### config.mk
export PLATFORM = sky130hd
export DESIGN_NAME = frse_top
export DESIGN_NICKNAME = d
export VERILOG_FILES = /design/src/hdl/frse_pkg.sv /design/src/hdl/frse_top.sv
export SDC_FILE = /design/constraint.sdc
export NUM_CORES = 1
export LEC_CHECK = 0
export BUFFER_PORTS_ARGS = -buffer_cell sky130_fd_sc_hd__clkbuf_2
export CAP_MARGIN = 5
export CORE_ASPECT_RATIO = 1.1
export CORE_MARGIN = 2
export CORE_UTILIZATION = 62
export CTS_CLUSTER_SIZE = 12
export DETAILED_ROUTE_END_ITERATION = 7
export PLACE_DENSITY = 0.94
export SETUP_SLACK_MARGIN = 0.05
export SYNTH_ARGS = -nofsm -noshare
export SYNTH_HDL_FRONTEND = slang
export SYNTH_SLANG_ARGS = --single-unit
### constraint.sdc
create_clock -name clk -period 8.6 [get_ports clk]
set_clock_uncertainty 0.15 [all_clocks]
set_input_delay 0.43 -clock clk [delete_from_list [all_inputs] [get_ports clk]]
set_output_delay 0.43 -clock clk [all_outputs]
set_load 0.05 [all_outputs]
### src/hdl/frse_pkg.sv
/*
  frse_pkg: constants and carrier types of the flash row service engine.
  Assumes a byte-wide SRAM and a flash macro port, both with one cycle of
  read latency, and an APB master on the same clock.
*/
package frse_pkg;
  // parameter block slots at the top of SRAM
  localparam logic [7:0] FIRST_GUARD_KEY_ADDR = 8'hf8;
  localparam logic [7:0] FIRST_GUARD_KEY_VAL = 8'h3a;
  localparam logic [7:0] SECOND_GUARD_KEY_ADDR = 8'hf9;
  localparam logic [7:0] MERGE_BASE = 8'h80;
  localparam logic [7:0] TBL_BASE = 8'hf8;
  localparam logic [7:0] RES_OK = 8'h00;
  localparam logic [7:0] RES_PROT = 8'h01;
  localparam logic [7:0] XREG_TRIM = 8'hff;
  localparam logic [2:0] PARM_LAST = 3'h6;
  // command codes in the accumulator
  localparam logic [7:0] CMD_PROG = 8'h02;
  localparam logic [7:0] CMD_ERASE = 8'h03;
  localparam logic [7:0] CMD_MERGE = 8'h04;
  localparam logic [7:0] CMD_BULK = 8'h05;
  localparam logic [7:0] CMD_TABLE = 8'h06;
  localparam logic [7:0] CMD_CSUM = 8'h07;
  // protection levels
  localparam logic [1:0] LVL_OPEN = 2'b00;
  localparam logic [1:0] LVL_READ = 2'b01;
  localparam logic [1:0] LVL_EXTW = 2'b10;
  localparam logic [1:0] LVL_INTW = 2'b11;
  // hidden rows and tables
  localparam logic [7:0] PROT_ROW = 8'h00;
  localparam logic [7:0] TBL_ROW = 8'h01;
  localparam logic [2:0] TBL_ID = 3'h0;
  localparam logic [2:0] TBL_TRIM = 3'h1;
  localparam logic [14:0] ALL_ROWS_BYTES = 15'h4000;
  localparam logic [2:0] BULK_LAST = 3'h4;
  // die revision and internal revision count: values are arbitrary
  localparam logic [15:0] DIE_REV = 16'h5a01;
  localparam logic [7:0] INT_REV = 8'h00;
  // apb register map
  localparam logic [11:0] CTRL_OFF = 12'h000;
  localparam logic [11:0] STAT_OFF = 12'h004;
  localparam logic [11:0] CSUM_OFF = 12'h008;
  localparam logic CTRL_EN_RST = 1'b1;

  typedef enum logic [1:0] {OP_NONE, OP_ERASE, OP_PROG, OP_ZERO} frse_op_type;

  typedef struct packed {
    logic psel;
    logic penable;
    logic pwrite;
    logic [11:0] paddr;
    logic [31:0] pwdata;
  } frse_apb_req_type;

  typedef struct packed {
    logic [31:0] prdata;
    logic pready;
    logic pslverr;
  } frse_apb_resp_type;

  typedef struct packed {
    logic call;
    logic [7:0] acc;
    logic [7:0] sp;
  } frse_call_type;

  typedef struct packed {
    logic stall;
    logic halt;
    logic acc_we;
    logic [7:0] acc;
    logic x_we;
    logic [7:0] x;
  } frse_core_type;

  typedef struct packed {
    logic rd;
    logic we;
    logic [7:0] addr;
    logic [7:0] wdata;
  } frse_sram_type;

  typedef struct packed {
    frse_op_type op;
    logic all;
    logic aux;
    logic rd;
    logic ld;
    logic [7:0] row;
    logic [5:0] col;
    logic [7:0] wdata;
  } frse_flash_type;
endpackage

### src/hdl/frse_top.sv
/*
  frse_top: flash row service engine. Serves supervisory calls from the
  core, reads the parameter block, programs, erases, protects, fetches
  tables and checksums rows, and exposes control and status over APB.
  Assumes SRAM and flash answer one cycle after rd, on clk.
*/
// Design decisions made here: the address map and the APB interface to the registers.
// Functional notes
// - pulse length set by divider and delay
// - program sources 64 bytes from pointer
// - erase one row after protection check
// - refused erase: acc, second_guard_key zero, first_guard_key 01h
// - divider sets erase pulse width
// - two-bit protection level per row
// - four levels per byte, low row low
// - indexed rom reads never gated by protection
// - levels only lowered by bulk erase
// - merge ORs SRAM 80h block into protection
// - row erase keeps protection level
// - bulk: erase, zero, erase, then protection
// - bulk leaves other hidden rows alone
// - table fetch: low three bits, to F8h-FFh
// - id table returns die revision in A,X
// - trim table returns count, X=FFh
// - internal revision count starts at zero
// - checksum rows from 0, zero means 256
// - checksum carry into high, low in first_guard_key
// - accumulator code selects the command
// - bad key halts the core
// - first_guard_key returns 00h ok, 01h protected
`timescale 1ns/1ps
module frse_top (
  input wire logic clk,
  input wire logic reset,
  input wire logic clk_en,
  input frse_pkg::frse_apb_req_type apb_req,
  output frse_pkg::frse_apb_resp_type apb_resp,
  input frse_pkg::frse_call_type core_call,
  output frse_pkg::frse_core_type core_ctl,
  input wire logic [7:0] sram_rdata,
  output frse_pkg::frse_sram_type sram_req,
  input wire logic [7:0] flash_rdata,
  output frse_pkg::frse_flash_type flash_req
);
  import frse_pkg::*;

  typedef enum logic [3:0] {
    S_IDLE, S_PARM, S_CHECK, S_PROT, S_LOAD, S_PULSE, S_MERGE,
    S_TABLE, S_ACCX, S_SUM, S_RES, S_DONE, S_HALT
  } frse_state_type;

  typedef struct packed {
    frse_state_type st;
    logic [1:0] ph;
    logic [13:0] i;
    logic [2:0] step;
    logic [7:0] cmd;
    logic [7:0] sp;
    logic [7:0] first_guard_key;
    logic [7:0] second_guard_key;
    logic [7:0] blk;
    logic [7:0] ptr;
    logic [7:0] div;
    logic [7:0] dly;
    logic fail;
    logic [15:0] sum;
    logic [7:0] pre;
    logic [7:0] divc;
    logic en;
    logic [7:0] last_res;
    frse_core_type core;
    frse_sram_type sram;
    frse_flash_type fl;
    frse_apb_resp_type apb;
  } frse_regs_type;

  frse_regs_type r;
  frse_regs_type n;
  logic [7:0] sh;
  logic [14:0] total;
  logic last_step;

  // pulse target for a command step
  function automatic frse_flash_type pulse_cfg(
    input logic [7:0] c,
    input logic [2:0] s,
    input logic [7:0] b,
    input frse_flash_type f
  );
    frse_flash_type o;
    o = f;
    o.all = 1'b0;
    o.aux = 1'b0;
    o.row = b;
    o.col = 6'h00;
    o.rd = 1'b0;
    o.ld = 1'b0;
    unique case (c)
      CMD_PROG: o.op = OP_PROG;
      CMD_ERASE: o.op = OP_ERASE;
      CMD_MERGE: begin
        o.aux = 1'b1;
        o.row = PROT_ROW;
        o.op = (s == 3'h0) ? OP_ERASE : OP_PROG;
      end
      default: begin
        // user space first, then only the protection row
        o.all = (s < 3'h3);
        o.aux = (s >= 3'h3);
        o.row = PROT_ROW;
        o.op = (s == 3'h1 || s == BULK_LAST) ? OP_ZERO : OP_ERASE;
      end
    endcase
    return o;
  endfunction

  always_comb begin
    sh = flash_rdata >> {r.blk[1:0], 1'b0};
    total = (r.blk == 8'h00) ? ALL_ROWS_BYTES : {1'b0, r.blk, 6'h00};
    last_step = (r.cmd == CMD_PROG) || (r.cmd == CMD_ERASE) ||
      (r.cmd == CMD_MERGE && r.step == 3'h1) ||
      (r.cmd == CMD_BULK && r.step == BULK_LAST);
    n = r;
    n.sram.rd = 1'b0;
    n.sram.we = 1'b0;
    n.fl.rd = 1'b0;
    n.fl.ld = 1'b0;
    n.core.acc_we = 1'b0;
    n.core.x_we = 1'b0;
    n.apb.pready = 1'b0;
    n.apb.pslverr = 1'b0;
    // apb: read data set up in the setup phase, write at the access edge
    if (apb_req.psel && !apb_req.penable) begin
      n.apb.pready = 1'b1;
      n.apb.prdata = 32'h0000_0000;
      case (apb_req.paddr)
        CTRL_OFF: n.apb.prdata = {31'h0000_0000, r.en};
        STAT_OFF: n.apb.prdata = {8'h00, r.cmd, r.last_res, 6'h00,
          r.core.halt, r.core.stall};
        CSUM_OFF: n.apb.prdata = {16'h0000, r.sum};
        default: n.apb.pslverr = 1'b1;
      endcase
    end
    if (apb_req.psel && apb_req.penable && r.apb.pready &&
        apb_req.pwrite && apb_req.paddr == CTRL_OFF) begin
      n.en = apb_req.pwdata[0];
    end
    unique case (r.st)
      S_IDLE: begin
        if (core_call.call && r.en) begin
          n.cmd = core_call.acc;
          n.sp = core_call.sp;
          n.core.stall = 1'b1;
          n.st = S_PARM;
          n.i = 14'h0000;
          n.ph = 2'h0;
        end
      end
      S_PARM: begin
        if (r.ph == 2'h0) begin
          n.sram.rd = 1'b1;
          n.sram.addr = FIRST_GUARD_KEY_ADDR + {5'h00, r.i[2:0]};
        end
        if (r.ph == 2'h2) begin
          case (r.i[2:0])
            3'h0: n.first_guard_key = sram_rdata;
            3'h1: n.second_guard_key = sram_rdata;
            3'h2: n.blk = sram_rdata;
            3'h3: n.ptr = sram_rdata;
            3'h4: n.div = sram_rdata;
            3'h6: n.dly = sram_rdata;
            default: n.first_guard_key = r.first_guard_key;
          endcase
          n.ph = 2'h0;
          n.i = r.i + 14'h0001;
          if (r.i[2:0] == PARM_LAST) begin
            n.st = S_CHECK;
          end
        end else begin
          n.ph = r.ph + 2'h1;
        end
      end
      S_CHECK: begin
        n.i = 14'h0000;
        n.ph = 2'h0;
        n.step = 3'h0;
        n.fail = 1'b0;
        if (r.first_guard_key != FIRST_GUARD_KEY_VAL || r.second_guard_key != r.sp) begin
          n.st = S_HALT;
        end else begin
          unique case (r.cmd)
            CMD_PROG, CMD_ERASE: n.st = S_PROT;
            CMD_MERGE: n.st = S_MERGE;
            CMD_BULK: begin
              n.fl = pulse_cfg(r.cmd, 3'h0, r.blk, r.fl);
              n.pre = r.dly;
              n.divc = r.div;
              n.st = S_PULSE;
            end
            CMD_TABLE: n.st = S_TABLE;
            CMD_CSUM: begin
              n.sum = 16'h0000;
              n.st = S_SUM;
            end
            default: n.st = S_HALT;
          endcase
        end
      end
      S_PROT: begin
        if (r.ph == 2'h0) begin
          n.fl.rd = 1'b1;
          n.fl.aux = 1'b1;
          n.fl.all = 1'b0;
          n.fl.row = PROT_ROW;
          n.fl.col = r.blk[7:2];
        end
        if (r.ph == 2'h2) begin
          n.ph = 2'h0;
          // internal writes are refused only at the top level
          if (sh[1:0] == LVL_INTW) begin
            n.fail = 1'b1;
            n.st = S_RES;
          end else if (r.cmd == CMD_PROG) begin
            n.st = S_LOAD;
          end else begin
            n.fl = pulse_cfg(r.cmd, 3'h0, r.blk, r.fl);
            n.pre = r.dly;
            n.divc = r.div;
            n.st = S_PULSE;
          end
        end else begin
          n.ph = r.ph + 2'h1;
        end
      end
      S_LOAD: begin
        if (r.i[6]) begin
          // last byte latches at the end of this cycle: now start the pulse
          n.fl = pulse_cfg(r.cmd, 3'h0, r.blk, r.fl);
          n.pre = r.dly;
          n.divc = r.div;
          n.st = S_PULSE;
        end else if (r.ph == 2'h0) begin
          n.sram.rd = 1'b1;
          n.sram.addr = r.ptr + r.i[7:0];
          n.ph = 2'h1;
        end else if (r.ph == 2'h2) begin
          n.fl.ld = 1'b1;
          n.fl.aux = 1'b0;
          n.fl.col = r.i[5:0];
          n.fl.wdata = sram_rdata;
          n.ph = 2'h0;
          n.i = r.i + 14'h0001;
        end else begin
          n.ph = r.ph + 2'h1;
        end
      end
      S_MERGE: begin
        if (r.i[6]) begin
          n.fl = pulse_cfg(r.cmd, 3'h0, r.blk, r.fl);
          n.pre = r.dly;
          n.divc = r.div;
          n.st = S_PULSE;
        end else if (r.ph == 2'h0) begin
          n.sram.rd = 1'b1;
          n.sram.addr = MERGE_BASE + {2'h0, r.i[5:0]};
          n.fl.rd = 1'b1;
          n.fl.aux = 1'b1;
          n.fl.row = PROT_ROW;
          n.fl.col = r.i[5:0];
          n.ph = 2'h1;
        end else if (r.ph == 2'h2) begin
          n.fl.ld = 1'b1;
          n.fl.wdata = sram_rdata | flash_rdata;
          n.ph = 2'h0;
          n.i = r.i + 14'h0001;
        end else begin
          n.ph = r.ph + 2'h1;
        end
      end
      S_PULSE: begin
        // pulse lasts (divider + 1) * (delay + 1) cycles
        if (r.pre != 8'h00) begin
          n.pre = r.pre - 8'h01;
        end else if (r.divc != 8'h00) begin
          n.pre = r.dly;
          n.divc = r.divc - 8'h01;
        end else if (last_step) begin
          n.fl.op = OP_NONE;
          n.fl.all = 1'b0;
          n.fl.aux = 1'b0;
          n.st = S_RES;
        end else begin
          n.step = r.step + 3'h1;
          n.fl = pulse_cfg(r.cmd, r.step + 3'h1, r.blk, r.fl);
          n.pre = r.dly;
          n.divc = r.div;
        end
      end
      S_TABLE: begin
        if (r.ph == 2'h0) begin
          n.fl.rd = 1'b1;
          n.fl.aux = 1'b1;
          n.fl.row = TBL_ROW;
          n.fl.col = {r.blk[2:0], r.i[2:0]};
        end
        if (r.ph == 2'h2) begin
          n.sram.we = 1'b1;
          n.sram.addr = TBL_BASE + {5'h00, r.i[2:0]};
          n.sram.wdata = flash_rdata;
          n.ph = 2'h0;
          n.i = r.i + 14'h0001;
          if (r.i[2:0] == 3'h7) begin
            n.st = S_ACCX;
          end
        end else begin
          n.ph = r.ph + 2'h1;
        end
      end
      S_ACCX: begin
        if (r.blk[2:0] == TBL_ID) begin
          n.core.acc_we = 1'b1;
          n.core.x_we = 1'b1;
          n.core.acc = DIE_REV[15:8];
          n.core.x = DIE_REV[7:0];
        end else if (r.blk[2:0] == TBL_TRIM) begin
          n.core.acc_we = 1'b1;
          n.core.x_we = 1'b1;
          n.core.acc = INT_REV;
          n.core.x = XREG_TRIM;
        end
        n.st = S_DONE;
      end
      S_SUM: begin
        if (r.ph == 2'h0) begin
          n.fl.rd = 1'b1;
          n.fl.aux = 1'b0;
          n.fl.row = r.i[13:6];
          n.fl.col = r.i[5:0];
        end
        if (r.ph == 2'h2) begin
          n.sum = r.sum + {8'h00, flash_rdata};
          n.ph = 2'h0;
          n.i = r.i + 14'h0001;
          if ({1'b0, r.i} + 15'h0001 == total) begin
            n.st = S_RES;
          end
        end else begin
          n.ph = r.ph + 2'h1;
        end
      end
      S_RES: begin
        n.sram.we = 1'b1;
        if (r.ph == 2'h0) begin
          n.sram.addr = FIRST_GUARD_KEY_ADDR;
          if (r.cmd == CMD_CSUM) begin
            n.sram.wdata = r.sum[7:0];
          end else begin
            n.sram.wdata = r.fail ? RES_PROT : RES_OK;
          end
          n.last_res = n.sram.wdata;
          n.ph = 2'h1;
        end else begin
          n.sram.addr = SECOND_GUARD_KEY_ADDR;
          n.sram.wdata = (r.cmd == CMD_CSUM) ? r.sum[15:8] : RES_OK;
          if (r.cmd != CMD_CSUM) begin
            n.core.acc_we = 1'b1;
            n.core.acc = RES_OK;
          end
          n.ph = 2'h0;
          n.st = S_DONE;
        end
      end
      S_DONE: begin
        n.core.stall = 1'b0;
        n.st = S_IDLE;
      end
      S_HALT: begin
        n.core.halt = 1'b1;
        n.core.stall = 1'b0;
      end
    endcase
  end

  always_ff @(posedge clk) begin
    if (reset) begin
      r <= '0;
      r.en <= CTRL_EN_RST;
    end else if (clk_en) begin
      r <= n;
    end
  end

  assign apb_resp = r.apb;
  assign core_ctl = r.core;
  assign sram_req = r.sram;
  assign flash_req = r.fl;

  // helper: cycles since the pulse target last changed
  logic [16:0] pcnt;
  logic [16:0] plen;
  assign plen = ({9'h000, r.div} + 17'h00001) * ({9'h000, r.dly} + 17'h00001);
  always_ff @(posedge clk) begin
    if (reset) begin
      pcnt <= '0;
    end else if (clk_en) begin
      if ({n.fl.op, n.fl.all, n.fl.aux} != {r.fl.op, r.fl.all, r.fl.aux}) begin
        pcnt <= '0;
      end else begin
        pcnt <= pcnt + 17'h00001;
      end
    end
  end
endmodule // frse_top

==> impl_metrics.yaml <==
grt:
  busiest_layer: "met2"
  gr-usage-met3_pct: 6.15
  overflow: 0
  grt_max_degree: 93
  grt_use_met2_pct: 51.4
  grt.met1_usage_pct: 41.7
  antenna_found_initial: 0
  grt_pass1_wl_mm: 53.2
  grt_pass1_vias: 10460
  track_usage_pct: 32.2
timing:
  rsz0062_at_grt: "no"
  hold_violations: 0
  tns_ns: 0
  min_period_ns: 4.04
  slew_viol_final: 0
  fmax_ghz: 0.248
  post-route-period-util_pct: 47.0
  setup_viol_count_final: 0
  tightest_slew_ns: 1.27
  relSlewSlack_pct: 14.8
final_layout:
  seqCellArea_um2: 4160
  stdcell_count: 1756
  syn_to_final_growth_pct: 5.63
  fill_cells: 1505
  nNetsFinal: 1615
  multiInputGateArea_um2: 6540
  diodes: 0
  drive_gt1_share_pct: 13.1
route:
  via_per_inst: 6.54
  wl_per_cell_um: 19.3
  first_pass_iters: 7
  drc_errors: 0
  drt_iter0_drc: 1440
  route.antenna.remaining_nets: 0
  wirelength_mm: 33.8
  vias: 11490
synth:
  syn-cell-area_um2: 11900
  async_reset_ff_share_pct: 0
  synth_area_leader_cell: "dfxtp_1"
  yosysMostFrequentCell: "dfxtp_1"
  synth_area_leaders: "dfxtp_1 (35%), buf_4 (6.3%), a21oi_1 (6.2%)"
  yosysUniqueCellTypes: 73
  synth_top_area_share_pct: 34.9
  synth_ff_type: "dfxtp_1"
  syn_inst: 1515
  ys_ff_latch: 208
  syn_avg_cell_area_um2: 7.87
  ys_seq_area_share_pct: 34.9
  synth_common_cells: "dfxtp_1 (208), nor2_1 (158), a21oi_1 (148)"
  ys_warn_count: 0
  synth-edff-count: 0
hold_path:
  hold_class: "in -> reg"
placed_design:
  dpl.hpwl_mm: 23.2
  gp_congestion: 0.942
  io_buffers: 139
  place_inst: 1717
critical_path:
  cp.arrival_ns: 4.32
  path_max_fanout: 16
  worstPathCellList: "or4_4 > nor4_1 > nand4_1 > a211o_1 > nor3_2 > o21ai_0 > a21oi_1"
  critPathKind: "reg -> reg"
  start_kind: "flip-flop"
  worstPathRequired_ns: 8.88
  critPathCaptureType: "flip-flop"
  worst_path_max_delay_cell: "nor4_1"
  cpPeakStageDelay_ns: 0.79
floorplan:
  die_x_um: 136
  io_pins: 183
  start_util_pct: 62.8
  rows: 53
  coreArea_um2: 19000
  die_h_um: 149
  die-area_um2: 20300
clock_network:
  clk_pin_slew_ns: 0.06
  cts_made_buffers: 22
  cts_max_level: 1
  cts_sinks: 208
  cts_tree: "yes"
  clockBufferDepth: 3
  clockRootBuffer: "clkbuf_16"
  clk_latency_ns: 0.53
  cts_resized: 0
pwr:
  power_density_nw_per_um2: 216
  leakagePower_nw: 5.00
  irDropWorstVdd_uv: 178
job:
  cap_violations: 0
status:
  run_status: "completed"
==> stage by stage <==
step | util, % | setup slack, ns | instance area [um^2] | hold WS [ns] | total power [mW]
global placement | 62.5 | 4.93 | 11900 | 0.282 | 1.78
global route | 66.4 | 4.54 | 12600 | 0.0231 | 2.82
detailed placement | 62.5 | 4.85 | 11900 | 0.295 | 1.79
CTS | 66.4 | 4.75 | 12600 | 0.00405 | 2.70
finish | 66.4 | 4.56 | 12600 | 0.00140 | 2.72
floorplan | - | 5.86 | 12000 | 0.276 | 1.68
==> logic make-up (layout without fill, tap and decap cells) <==
group	Yosys count	after routing	synth area share [%]
other cells	1	12	0.0315
fa+ha+maj	33	33	3.59
compound gates	407	407	21.5
xor+xnor	38	38	2.79
mux	55	55	4.74
flops	208	208	34.9
buf+inv	230	213	10.6
simple gates	543	543	21.8
==> repair_timing <==
action	4_1_cts	5_1_grt
endpoints found under the hold margin	5	0
hold buffers	5	0
setup buffers	0	0
==> flip-flops by register name, summed over array words and instances (netlist names) <==
name       count
sram_req      18
apb_resp      26
core_ctl       7
flash_req     28
r            129
==> power breakdown <==
group	switching (mW)	leakage, nW	total, mW	internal [mW]
registers	0.0989	1.68	1.12	1.02
logic	0.480	2.99	0.684	0.203
clock network	0.390	0.331	0.921	0.531
==> critical path: cells and delay by family (launching register included) <==
| family | cells | cell delay (ns) |
|---|---|---|
| simple gates | 4 | 2.52 |
| flops | 1 | 0.33 |
| compound gates | 3 | 0.94 |
==> cell type report <==
type | count | share of cell area [%]
inverters | 31 | 0.924
flip-flops and latches | 208 | 33.1
clock buffers | 31 | 4.96
clock inverters | 3 | 0.408
repair buffers | 148 | 6.18
well taps | 247 | 2.46
multi-input cells | 1088 | 52.0
==> routing by layer <==
metal	share of wire, %	wire length [um]
met5	0	0
met4	5.0	1700
met3	11	3820
met2	46	15400
met1	38	12900
==> worst paths after layout <==
path         cells after the start  slack (ns)       endpoint          start
max reg2reg                      7        4.56  flash_req[16]         r[201]
min                              3       0.001         r[200]  core_call[10]
max                              7        4.56  flash_req[16]         r[201]
min reg2reg                      2        0.30    apb_resp[4]    apb_resp[4]
==> cells in the final DEF, fill, tap and decap left out, drive strengths merged, types with 20 or more instances in the layout <==
cell type	instances
dfxtp	208
nand3	74
inv	30
xor2	20
ha	31
nor2	158
nor3	31
mux2i	53
a21oi	148
nand2	146
a22oi	41
o21ai	81
clkbuf	169
Note: power is estimated with default switching activity, not from simulation.
